`config.mk`:
```
export PLATFORM = sky130hd
export DESIGN_NAME = serial_status_readout
export DESIGN_NICKNAME = d
export VERILOG_FILES = /design/src/hdl/status_readout_pkg.sv /design/src/hdl/serial_status_readout.sv /design/src/hdl/sticky_status_bit.sv
export SDC_FILE = /design/constraint.sdc
export NUM_CORES = 1
export LEC_CHECK = 0
export ABC_AREA = 0
export BUFFER_PORTS_ARGS = -buffer_cell sky130_fd_sc_hd__buf_2
export CAP_MARGIN = 20
export CORE_ASPECT_RATIO = 2
export CORE_MARGIN = 2
export CORE_UTILIZATION = 48
export DETAILED_ROUTE_END_ITERATION = 6
export PLACE_DENSITY = 0.73
export SKIP_CTS_REPAIR_TIMING = 1
export SYNTH_ARGS = -nofsm -noshare
export SYNTH_HDL_FRONTEND = slang
export SYNTH_SLANG_ARGS = --single-unit
```
`constraint.sdc`:
```
create_clock -name clk_in -period 2.35 [get_ports clk_in]
set_clock_uncertainty 0.1 [all_clocks]
set_input_delay 0.3525 -clock clk_in [delete_from_list [all_inputs] [get_ports clk_in]]
set_output_delay 0.3525 -clock clk_in [all_outputs]
set_load 0.02 [all_outputs]
```
`src/hdl/status_readout_pkg.sv`:
```
// Constants shared by the serial status readout block
package status_readout_pkg;

  // ==========================================================
  // Status word layout
  localparam int unsigned STATUS_W     = 13;
  localparam int unsigned BIT_PIN_WAKE = 0;
  localparam int unsigned BIT_LINE_WAKE = 1;
  localparam int unsigned BIT_UNUSED_SET = 2;
  localparam int unsigned BIT_SUPPLY_UP = 3;
  localparam int unsigned BIT_MISMATCH  = 4;
  localparam int unsigned BIT_OVERHEAT  = 5;
  localparam int unsigned BIT_HEAT_WARN = 6;
  localparam int unsigned BIT_GATE_STUCK = 7;
  localparam int unsigned BIT_BAT_UV    = 8;
  localparam int unsigned BIT_CORE_UV   = 9;
  localparam int unsigned BIT_IO_UV     = 10;
  localparam int unsigned STICKY_LO     = 3;
  localparam int unsigned STICKY_HI     = 10;
  localparam int unsigned CLEARABLE_LO  = 4;
  localparam logic [1:0]  UNUSED_HIGH_BITS = 2'h0;
  localparam logic        UNUSED_SET_VAL   = 1'h1;

  // ==========================================================
  // Asynchronous input vector positions
  localparam int unsigned IN_W          = 15;
  localparam int unsigned IN_LINE_WAKE  = 0;
  localparam int unsigned IN_MISMATCH   = 1;
  localparam int unsigned IN_OVERHEAT   = 2;
  localparam int unsigned IN_TEMP_WARN  = 3;
  localparam int unsigned IN_GATE_STUCK = 4;
  localparam int unsigned IN_BAT_UV     = 5;
  localparam int unsigned IN_CORE_UV    = 6;
  localparam int unsigned IN_IO_UV      = 7;
  localparam int unsigned IN_IO_HIGH    = 8;
  localparam int unsigned IN_IO_LOW     = 9;
  localparam int unsigned IN_LOW_POWER  = 10;
  localparam int unsigned IN_NORMAL     = 11;
  localparam int unsigned IN_BAT_OK     = 12;
  localparam int unsigned IN_WAKE_EVT   = 13;
  localparam int unsigned IN_MODE_CLK   = 14;

  // ==========================================================
  // Timing
  localparam int unsigned CLK_PERIOD_NS    = 25;
  localparam int unsigned EN_IDLE_TIME_NS  = 100000;
  localparam int unsigned EN_IDLE_CYCLES_I = (EN_IDLE_TIME_NS + CLK_PERIOD_NS - 1) / CLK_PERIOD_NS;
  localparam int unsigned IDLE_CNT_W       = 13;
  localparam logic [IDLE_CNT_W-1:0] EN_IDLE_CYCLES = EN_IDLE_CYCLES_I[IDLE_CNT_W-1:0];
  localparam int unsigned BIT_CNT_W        = 4;
  localparam logic [BIT_CNT_W-1:0] LAST_BIT = 4'hc;

  // ==========================================================
  // Readout states
  typedef enum logic [1:0] {
    ST_IDLE  = 2'b01,
    ST_SHIFT = 2'b10
  } read_state_t;

endpackage

```
`src/hdl/serial_status_readout.sv`:
```
// Serial status readout clocked by the mode-control pin
//
// Behaviour
// - Host toggles mode pin, bits follow edges
// - Output low for set bit, high clear
// - Access when io flag clear, high range
// - Access when core flag clear, low range
// - Idle timeout clears gone sticky bits S4-S10
// - S0 mirrors pin wake source flag
// - S1 mirrors line wake source flag
// - S2 always reads set
// - S11 and S12 always read clear
// - S3 records supply-up flag
// - S4 latches bus mismatch flag
// - S5 latches overheat flag
// - S6 latches heat warning flag
// - S7 latches transmit gate stuck flag
// - S8-S10 latch the three undervoltage flags
// - Pin wake flag: low power only, cleared entering
// - Supply-up flag cleared entering normal mode
// - Heat warning cleared by low-power read with battery in range
// - Summary error follows S4 to S10
`timescale 1ns/10ps
`default_nettype none
module serial_status_readout
(
  input  wire logic clk_in,
  input  wire logic nrst_in,
  input  wire logic mode_clock_in,
  input  wire logic pin_wake_event_in,
  input  wire logic line_wake_source_flag_in,
  input  wire logic bus_mismatch_flag_in,
  input  wire logic overheat_flag_in,
  input  wire logic temp_above_warn_in,
  input  wire logic transmit_gate_stuck_flag_in,
  input  wire logic battery_undervolt_flag_in,
  input  wire logic core_supply_undervolt_flag_in,
  input  wire logic io_supply_undervolt_flag_in,
  input  wire logic io_supply_high_range_in,
  input  wire logic io_supply_low_range_in,
  input  wire logic low_power_mode_in,
  input  wire logic normal_mode_in,
  input  wire logic battery_in_range_in,
  output logic      fault_serial_out_low_out,
  output logic      error_summary_out,
  output logic      pin_wake_source_flag_out,
  output logic      supply_up_flag_out,
  output logic      heat_warning_flag_out
);
  import status_readout_pkg::*;

  // ==========================================================
  // Reset release
  logic rst_meta;
  logic rst_n;

  always_ff @(posedge clk_in or negedge nrst_in)
  begin
    if (!nrst_in)
    begin
      rst_meta <= 1'b0;
      rst_n    <= 1'b0;
    end
    else
    begin
      rst_meta <= 1'b1;
      rst_n    <= rst_meta;
    end
  end

  // ==========================================================
  // Input synchronisers
  // All pin-side levels pass two flops; only the second is read
  logic [IN_W-1:0] raw_in;
  logic [IN_W-1:0] sync_meta;
  logic [IN_W-1:0] sync_q;
  logic            mode_clk_prev;
  logic            low_power_prev;
  logic            normal_prev;

  assign raw_in = {mode_clock_in, pin_wake_event_in, battery_in_range_in, normal_mode_in,
                   low_power_mode_in, io_supply_low_range_in, io_supply_high_range_in,
                   io_supply_undervolt_flag_in, core_supply_undervolt_flag_in,
                   battery_undervolt_flag_in, transmit_gate_stuck_flag_in, temp_above_warn_in,
                   overheat_flag_in, bus_mismatch_flag_in, line_wake_source_flag_in};

  always_ff @(posedge clk_in or negedge rst_n)
  begin
    if (!rst_n)
    begin
      sync_meta      <= '0;
      sync_q         <= '0;
      mode_clk_prev  <= 1'b0;
      low_power_prev <= 1'b0;
      normal_prev    <= 1'b0;
    end
    else
    begin
      sync_meta      <= raw_in;
      sync_q         <= sync_meta;
      mode_clk_prev  <= sync_q[IN_MODE_CLK];
      low_power_prev <= sync_q[IN_LOW_POWER];
      normal_prev    <= sync_q[IN_NORMAL];
    end
  end

  // ==========================================================
  // Decoded conditions
  wire low_power_s   = sync_q[IN_LOW_POWER];
  wire bat_ok_s      = sync_q[IN_BAT_OK];
  wire en_edge       = sync_q[IN_MODE_CLK] ^ mode_clk_prev;
  wire low_power_ent = low_power_s & ~low_power_prev;
  wire normal_ent    = sync_q[IN_NORMAL] & ~normal_prev;
  wire access_hi     = ~sync_q[IN_IO_UV] & sync_q[IN_IO_HIGH];
  wire access_lo     = ~sync_q[IN_CORE_UV] & sync_q[IN_IO_LOW];
  wire access_ok     = access_hi | access_lo;

  // ==========================================================
  // Readout sequencer
  read_state_t               state;
  read_state_t               next_state;
  logic [STATUS_W-1:0]       shift_q;
  logic [BIT_CNT_W-1:0]      bit_count;
  logic [IDLE_CNT_W-1:0]     idle_count;
  logic                      clear_pulse;
  logic [STATUS_W-1:0]       status_vec;

  wire in_idle      = (state == ST_IDLE);
  wire start_read   = in_idle & en_edge & access_ok;
  wire shift_edge   = (state == ST_SHIFT) & en_edge;
  // silence longer than the idle time
  wire idle_expired = (state == ST_SHIFT) & ~en_edge & (idle_count == EN_IDLE_CYCLES);

  assign next_state = start_read   ? ST_SHIFT :
                      idle_expired ? ST_IDLE  : state;

  always_ff @(posedge clk_in or negedge rst_n)
  begin
    if (!rst_n)
      state <= ST_IDLE;
    else
      state <= next_state;
  end

  // Idle timer restarts on every edge seen during a readout
  always_ff @(posedge clk_in or negedge rst_n)
  begin
    if (!rst_n)
      idle_count <= '0;
    else if (in_idle | en_edge)
      idle_count <= '0;
    else if (idle_count != EN_IDLE_CYCLES)
      idle_count <= idle_count + 13'h1;
  end

  always_ff @(posedge clk_in or negedge rst_n)
  begin
    if (!rst_n)
      clear_pulse <= 1'b0;
    else
      clear_pulse <= idle_expired;
  end

  // snapshot then shift out S0 first
  // Snapshot is taken once so a bit cannot change mid-read
  always_ff @(posedge clk_in or negedge rst_n)
  begin
    if (!rst_n)
    begin
      shift_q   <= '0;
      bit_count <= '0;
    end
    else if (start_read)
    begin
      shift_q   <= {1'b0, status_vec[STATUS_W-1:1]};
      bit_count <= '0;
    end
    else if (shift_edge)
    begin
      shift_q <= {1'b0, shift_q[STATUS_W-1:1]};
      if (bit_count != LAST_BIT)
        bit_count <= bit_count + 4'h1;
    end
  end

  // low drive for a set bit
  // Beyond the thirteenth edge zeros shift in, so the pin rests high
  always_ff @(posedge clk_in or negedge rst_n)
  begin
    if (!rst_n)
      fault_serial_out_low_out <= 1'b1;
    else if (start_read)
      fault_serial_out_low_out <= ~status_vec[BIT_PIN_WAKE];
    else if (shift_edge)
      fault_serial_out_low_out <= ~shift_q[0];
    else if (in_idle)
      fault_serial_out_low_out <= 1'b1;
  end

  // ==========================================================
  // Device flags kept here
  logic pin_wake_flag;
  logic supply_up_flag;
  logic heat_warn_flag;

  // set only in low power, cleared on entry
  wire pin_wake_set = sync_q[IN_WAKE_EVT] & low_power_s;
  // read in low power with battery in range clears heat warning
  wire heat_set     = sync_q[IN_TEMP_WARN] & ~low_power_s & bat_ok_s;
  wire heat_clr     = (~sync_q[IN_TEMP_WARN] & ~low_power_s & bat_ok_s) |
                      (clear_pulse & low_power_s & bat_ok_s);

  always_ff @(posedge clk_in or negedge rst_n)
  begin
    if (!rst_n)
    begin
      pin_wake_flag  <= 1'b0;
      supply_up_flag <= 1'b1;
      heat_warn_flag <= 1'b0;
    end
    else
    begin
      pin_wake_flag  <= pin_wake_set | (pin_wake_flag & ~low_power_ent);
      supply_up_flag <= supply_up_flag & ~normal_ent;
      heat_warn_flag <= heat_set | (heat_warn_flag & ~heat_clr);
    end
  end

  // ==========================================================
  // Sticky status bits S3 to S10
  logic [STICKY_HI:STICKY_LO] flag_vec;
  logic [STICKY_HI:STICKY_LO] sticky;

  assign flag_vec[BIT_SUPPLY_UP]  = supply_up_flag;
  assign flag_vec[BIT_MISMATCH]   = sync_q[IN_MISMATCH];
  assign flag_vec[BIT_OVERHEAT]   = sync_q[IN_OVERHEAT];
  assign flag_vec[BIT_HEAT_WARN]  = heat_warn_flag;
  assign flag_vec[BIT_GATE_STUCK] = sync_q[IN_GATE_STUCK];
  // S8 to S10 from undervoltage flags
  assign flag_vec[BIT_BAT_UV]     = sync_q[IN_BAT_UV];
  assign flag_vec[BIT_CORE_UV]    = sync_q[IN_CORE_UV];
  assign flag_vec[BIT_IO_UV]      = sync_q[IN_IO_UV];

  genvar gi;
  generate
    for (gi = STICKY_LO; gi <= STICKY_HI; gi++)
    begin : g_sticky
      // only S4 upward clear on timeout
      wire clr_here = (gi >= CLEARABLE_LO) ? clear_pulse : 1'b0;
      sticky_status_bit u_bit
      (
        .clk_in     (clk_in),
        .rst_n_in   (rst_n),
        .flag_in    (flag_vec[gi]),
        .clear_in   (clr_here),
        .sticky_out (sticky[gi])
      );
    end
  endgenerate

  // ==========================================================
  // Status word
  // live wake bits; S2 set; top bits clear
  assign status_vec = {UNUSED_HIGH_BITS, sticky, UNUSED_SET_VAL,
                       sync_q[IN_LINE_WAKE], pin_wake_flag};

  wire error_now = |sticky[STICKY_HI:CLEARABLE_LO];

  always_ff @(posedge clk_in or negedge rst_n)
  begin
    if (!rst_n)
    begin
      error_summary_out        <= 1'b0;
      pin_wake_source_flag_out <= 1'b0;
      supply_up_flag_out       <= 1'b1;
      heat_warning_flag_out    <= 1'b0;
    end
    else
    begin
      error_summary_out        <= error_now;
      pin_wake_source_flag_out <= pin_wake_flag;
      supply_up_flag_out       <= supply_up_flag;
      heat_warning_flag_out    <= heat_warn_flag;
    end
  end
endmodule
`default_nettype wire

```
`src/hdl/sticky_status_bit.sv`:
```
// One sticky status bit: set by its flag, cleared on request when the flag is gone
`timescale 1ns/10ps
`default_nettype none
module sticky_status_bit
(
  input  wire logic clk_in,
  input  wire logic rst_n_in,
  input  wire logic flag_in,
  input  wire logic clear_in,
  output logic      sticky_out
);

  // ==========================================================
  // Storage
  // Set wins over clear so an event in the clear cycle survives
  always_ff @(posedge clk_in or negedge rst_n_in)
  begin
    if (!rst_n_in)
      sticky_out <= 1'b0;
    else if (flag_in)
      sticky_out <= 1'b1;
    else if (clear_in)
      sticky_out <= 1'b0;
  end

endmodule
`default_nettype wire

```
# Yosys cells after proc, flatten, opt, wreduce, memory -nomap -nowiden
# Cells that the tools add are included.
[totals]
reg_bits = 80
inputBits = 17
out_inout_bits = 5
word_cells = 98
[classes]
add_sub_neg = 1
n_eq_ne = 4
muxes = 17
n_bitwise = 37
reduce_logical = 12
[op_table]
columns = ["cell", "count"]
rows = [
  ["2-to-1 mux 13 bit", 4],
  ["nonzero test 2 bit", 10],
  ["AND 1 bit", 19],
  ["adder 13 x 1 -> 13 bit, second input constant", 1],
  ["== test 13 x 12 -> 1 bit, second input constant", 1],
  ["!= test 13 x 12 -> 1 bit, second input constant", 1],
  ["NOT 1 bit", 12],
  ["2-to-1 mux 1 bit", 11],
  ["OR reduction 7 bit", 1],
  ["OR 1 bit", 5],
  ["2-to-1 mux 2 bit", 2],
  ["nonzero test 3 bit", 1],
  ["== test 2 x 1 -> 1 bit, second input constant", 1],
  ["== test 2 bit, second input constant", 1],
  ["XOR 1 bit", 1],
]

# Longest topological paths before layout
[logic_depth]
word_depth = 7
mapped_depth = 7
mapped_depth_nobuf = 6

# Hierarchy
# Synthesis repeated with hierarchy kept, for this count alone.
[unflattened]
hier_cells = 212
hier_area_um2 = 2725.1
[by_module_without_submodules]
columns = ["module", "n_inst", "cells_per_inst", "area_per_inst_um2", "seq_area_each_um2"]
rows = [
  ["serial_status_readout", 1, 188, 2434.8, 1731.7],
  ["sticky_status_bit", 8, 3, 36.3, 25.0],
]

# Worst setup path before layout
# Ideal clock, no wire load.
[synth_path]
kind = "reg2reg"
start = "register idle_count[0]"
end = "register state[1]"
setup_ns = 0.123
arrival_time_ns = 1.915
required_ns = 2.127
setup_slack_ns = 0.212
path_stages_with_launch = 8
n_path_buf = 1
cell_sequence = "dfrtp_1 -> inv_1 -> ha_1 -> or4b_1 -> or4b_1 -> buf_6 -> o31ai_4 -> nand2b_1"
[synth_via]
elab_chain_len = 3
[synth_rtl]
columns = ["item", "line_no", "text"]
rows = [
  ["from (decl)", "serial_status_readout.sv:124", "logic [IDLE_CNT_W-1:0] idle_count;"],
  ["from (signal assigned)", "serial_status_readout.sv:153", "idle_count <= idle_count + 13'h1;"],
  ["== test 13 x 12 -> 1 bit", "serial_status_readout.sv:132", "wire idle_expired = (state == ST_SHIFT) & ~en_edge & (idle_count == EN_IDLE_CYCLES);"],
  ["AND 1 bit", "serial_status_readout.sv:132", ""],
  ["nonzero test 2 bit (no source line)", "-", ""],
  ["to (signal assigned)", "serial_status_readout.sv:142", "state <= next_state;"],
  ["to (decl)", "serial_status_readout.sv:120", "read_state_t state;"],
]
# Every way passes these cells.
# A chain may end at the register's enable or synchronous reset.

# Final worst setup path
[layout_path]
start = "register idle_count[1]"
end = "register state[1]"
# Same word-level chain as after synthesis.

==> metrics.txt <==
maximum clock rate=459.8 MHz; initial antenna violation count=0; GR peak layer=met2; Nets=270; synthesized cell area=2721 um^2; Final Max Slew Viols=0; Clock Pin Slew Worst Setup and Hold Paths=70 ps; Synth Area per Inst=13.34 um^2; Final setup viols=0; multi-input combinational cell area=733.2 um^2; met3 Track Usage GR=4.918%; met1 Track Usage GR=17.83%; clock buffer count from CTS=9; vias in the first global route=1678; largest net degree at the start of global routing=50; Core Util, Final=60.57%; first-pass GRT wire length=7596 um; post-synth top area share=67.13%; worst vdd ir=0.5775 mV; pre-CTS setup slack=57.85 ps; Synth Net Count=223; first-pass detailed-route iteration total=5; post-detail-place hpwl=3034 um; flop-to-flop setup slack=180 ps; PD cells=820.2 nW/um^2; P_leak=1.503 nW; final setup TNS=0 ps; Max-Cap Viols=0; count leader, synth=dfrtp_1; # rows=38; post-route cell area=3312 um^2; DR vias=1622; die area=6324 um^2; GRT overflow=0; TritonCTS clock tree=done; sequential area share after synthesis=70.99%; Synth cell types=42; Area contributors post-synth=dfrtp_1 (67%), dfstp_2 (3.9%), nand2_1 (2.9%); total design power=2.716 mW; Hold Fails Final Rpt=0; layout cell share with drive strength beyond 1=21.48%; Setup WS post-layout=175.0 ps; CP Launch Type=flop; Synth Flop Type=dfrtp_1; Final Critical Period=2175 ps; Post-synth EDFFs=0; fraction of registers with async set/reset=100.0%; GP Congestion=0.7572; Synth Warn #=0; Port Buf Inserts=21; Worst Path Arrival=2310 ps; Vias/cell=5.133; Die Span X=57.24 um; synth cell count leaders=dfrtp_1 (73), nand2_1 (21), nor2_1 (14), inv_1 (8); Diodes inserted=0; RSZ-0062 raised after global routing=false; status=complete, no violations; CTS H-Tree Depth=3; Residual DRC=0; Final ANT Viol Nets=0; Syn-to-layout area delta=21.70%; Crit Path Category=reg2reg; io pins=22; Starting Density=49.77%; clk root buf=clkbuf_8; clk sinks=77; CP Capture Type=flop; Critical Path Fanout Max=7; period utilisation layout=92.55%; M2 GR Usage=24.98%; total track usage=16.10%; chip height=110.5 um; Slew headroom=49.70%; required time of the critical path=2490 ps; Post-DP Area=2910 um^2; Fillers=422; Starting DRT DRC Count=42; worst hold path type=in2reg; Routed WL=4480 um; Avg WL per Cell=14.18 um; Yosys reg bits=77; Core Region=5468 um^2; Worst Tran Pin Value=751.8 ps; CTS Buffer Depth=2; Post-Synthesis Cells=204; worst skew pair latency=350 ps; sequential standard cell area=1933 um^2; area leader, netlist=dfrtp_1
[flip-flops by register name (all words and copies together), names as in the netlist, 2 cells and up]
signal / flops
sync_meta: 15
shift_q: 10
state: 2
sync_q: 15
g_sticky.u_bit.sticky_out: 8
idle_count: 13
[layout by cell type, fill, tap and decap left out, types with 4 or more instances in the layout]
cell           Yosys  routed
nor2_1            14      14
clkbuf_8           0      10
nand3_1            5       5
nand2_1           21      21
buf_4              1       5
a21o_1             7       7
inv_1              8       8
a22oi_1            6       6
o21ai_0            5       5
nand4_1            4       4
nor3_1             4       4
dfrtp_1           73      72
dlygate4sd3_1      0      15
nand2b_1           4       4
dfstp_2            4       4
buf_2              0      21
xor2_1             5       5
xnor2_1            7       7
[cell type report]
cell class / instances / area share (%)
Multi-Input combinational cell: 114 / 22.14
Timing Repair Buffer: 41 / 8.840
Tap cell: 60 / 2.267
Clock inverter: 6 / 3.325
Inverter: 8 / 0.9067
Sequential cell: 77 / 58.37
Clock buffer: 10 / 4.156
[worst max-delay path, stage by stage, from the launching register on]
cell,delay [ps]
dfrtp_1,420
inv_1,80
ha_1,130
or4b_1,440
or4b_4,600
o31ai_4,230
nand2b_1,70
[power by group]
group	total (mW)	internal, mW	switching [mW]
Combinational	0.124	0.0556	0.0689
Sequential	1.40	1.37	0.0238
Clock	1.20	0.732	0.465
Total	2.72	2.16	0.558
[logic make-up after synthesis]
group	after synthesis	share of synthesized area (%)
flip-flops	77	70.99
multiplexers	1	0.3678
AO/OA/AOI/OAI	32	9.149
adder cells (fa/ha/maj)	2	0.9194
XOR/XNOR	12	3.862
AND/OR/NAND/NOR	66	12.37
buffers and inverters	13	2.207
other	1	0.1378
[path summary, 6_finish.rpt]
| path | from | endpoint | cells after the start |
|---|---|---|---|
| setup / recovery | idle_count[1] | state[1] | 6 |
| hold / removal | battery_in_range_in | sync_meta[12] | 1 |
| setup reg to reg | idle_count[1] | state[1] | 6 |
| hold reg to reg | rst_n | idle_count[10] | 1 |
| max in group asynchronous | rst_n | g_sticky[7].u_bit.sticky_out | 1 |
| min in group asynchronous | rst_n | idle_count[10] | 1 |
[metal layers]
metal / vias to the layer above / part of all wire (%)
met1: 789 / 39
met5: - / 0
li1: 790 / -
met2: 25 / 53
met3: 18 / 3.0
met4: 0 / 4.9
[metrics by stage]
stage	hold slack (ps)	std cells
final	15.26	316
after global routing	-2.405	316
after CTS	-346.9	301
after detailed placement	40.67	285
after global placement	37.15	285
after floorplan	-43.09	204
No activity file was read; power rests on OpenSTA's default activity.
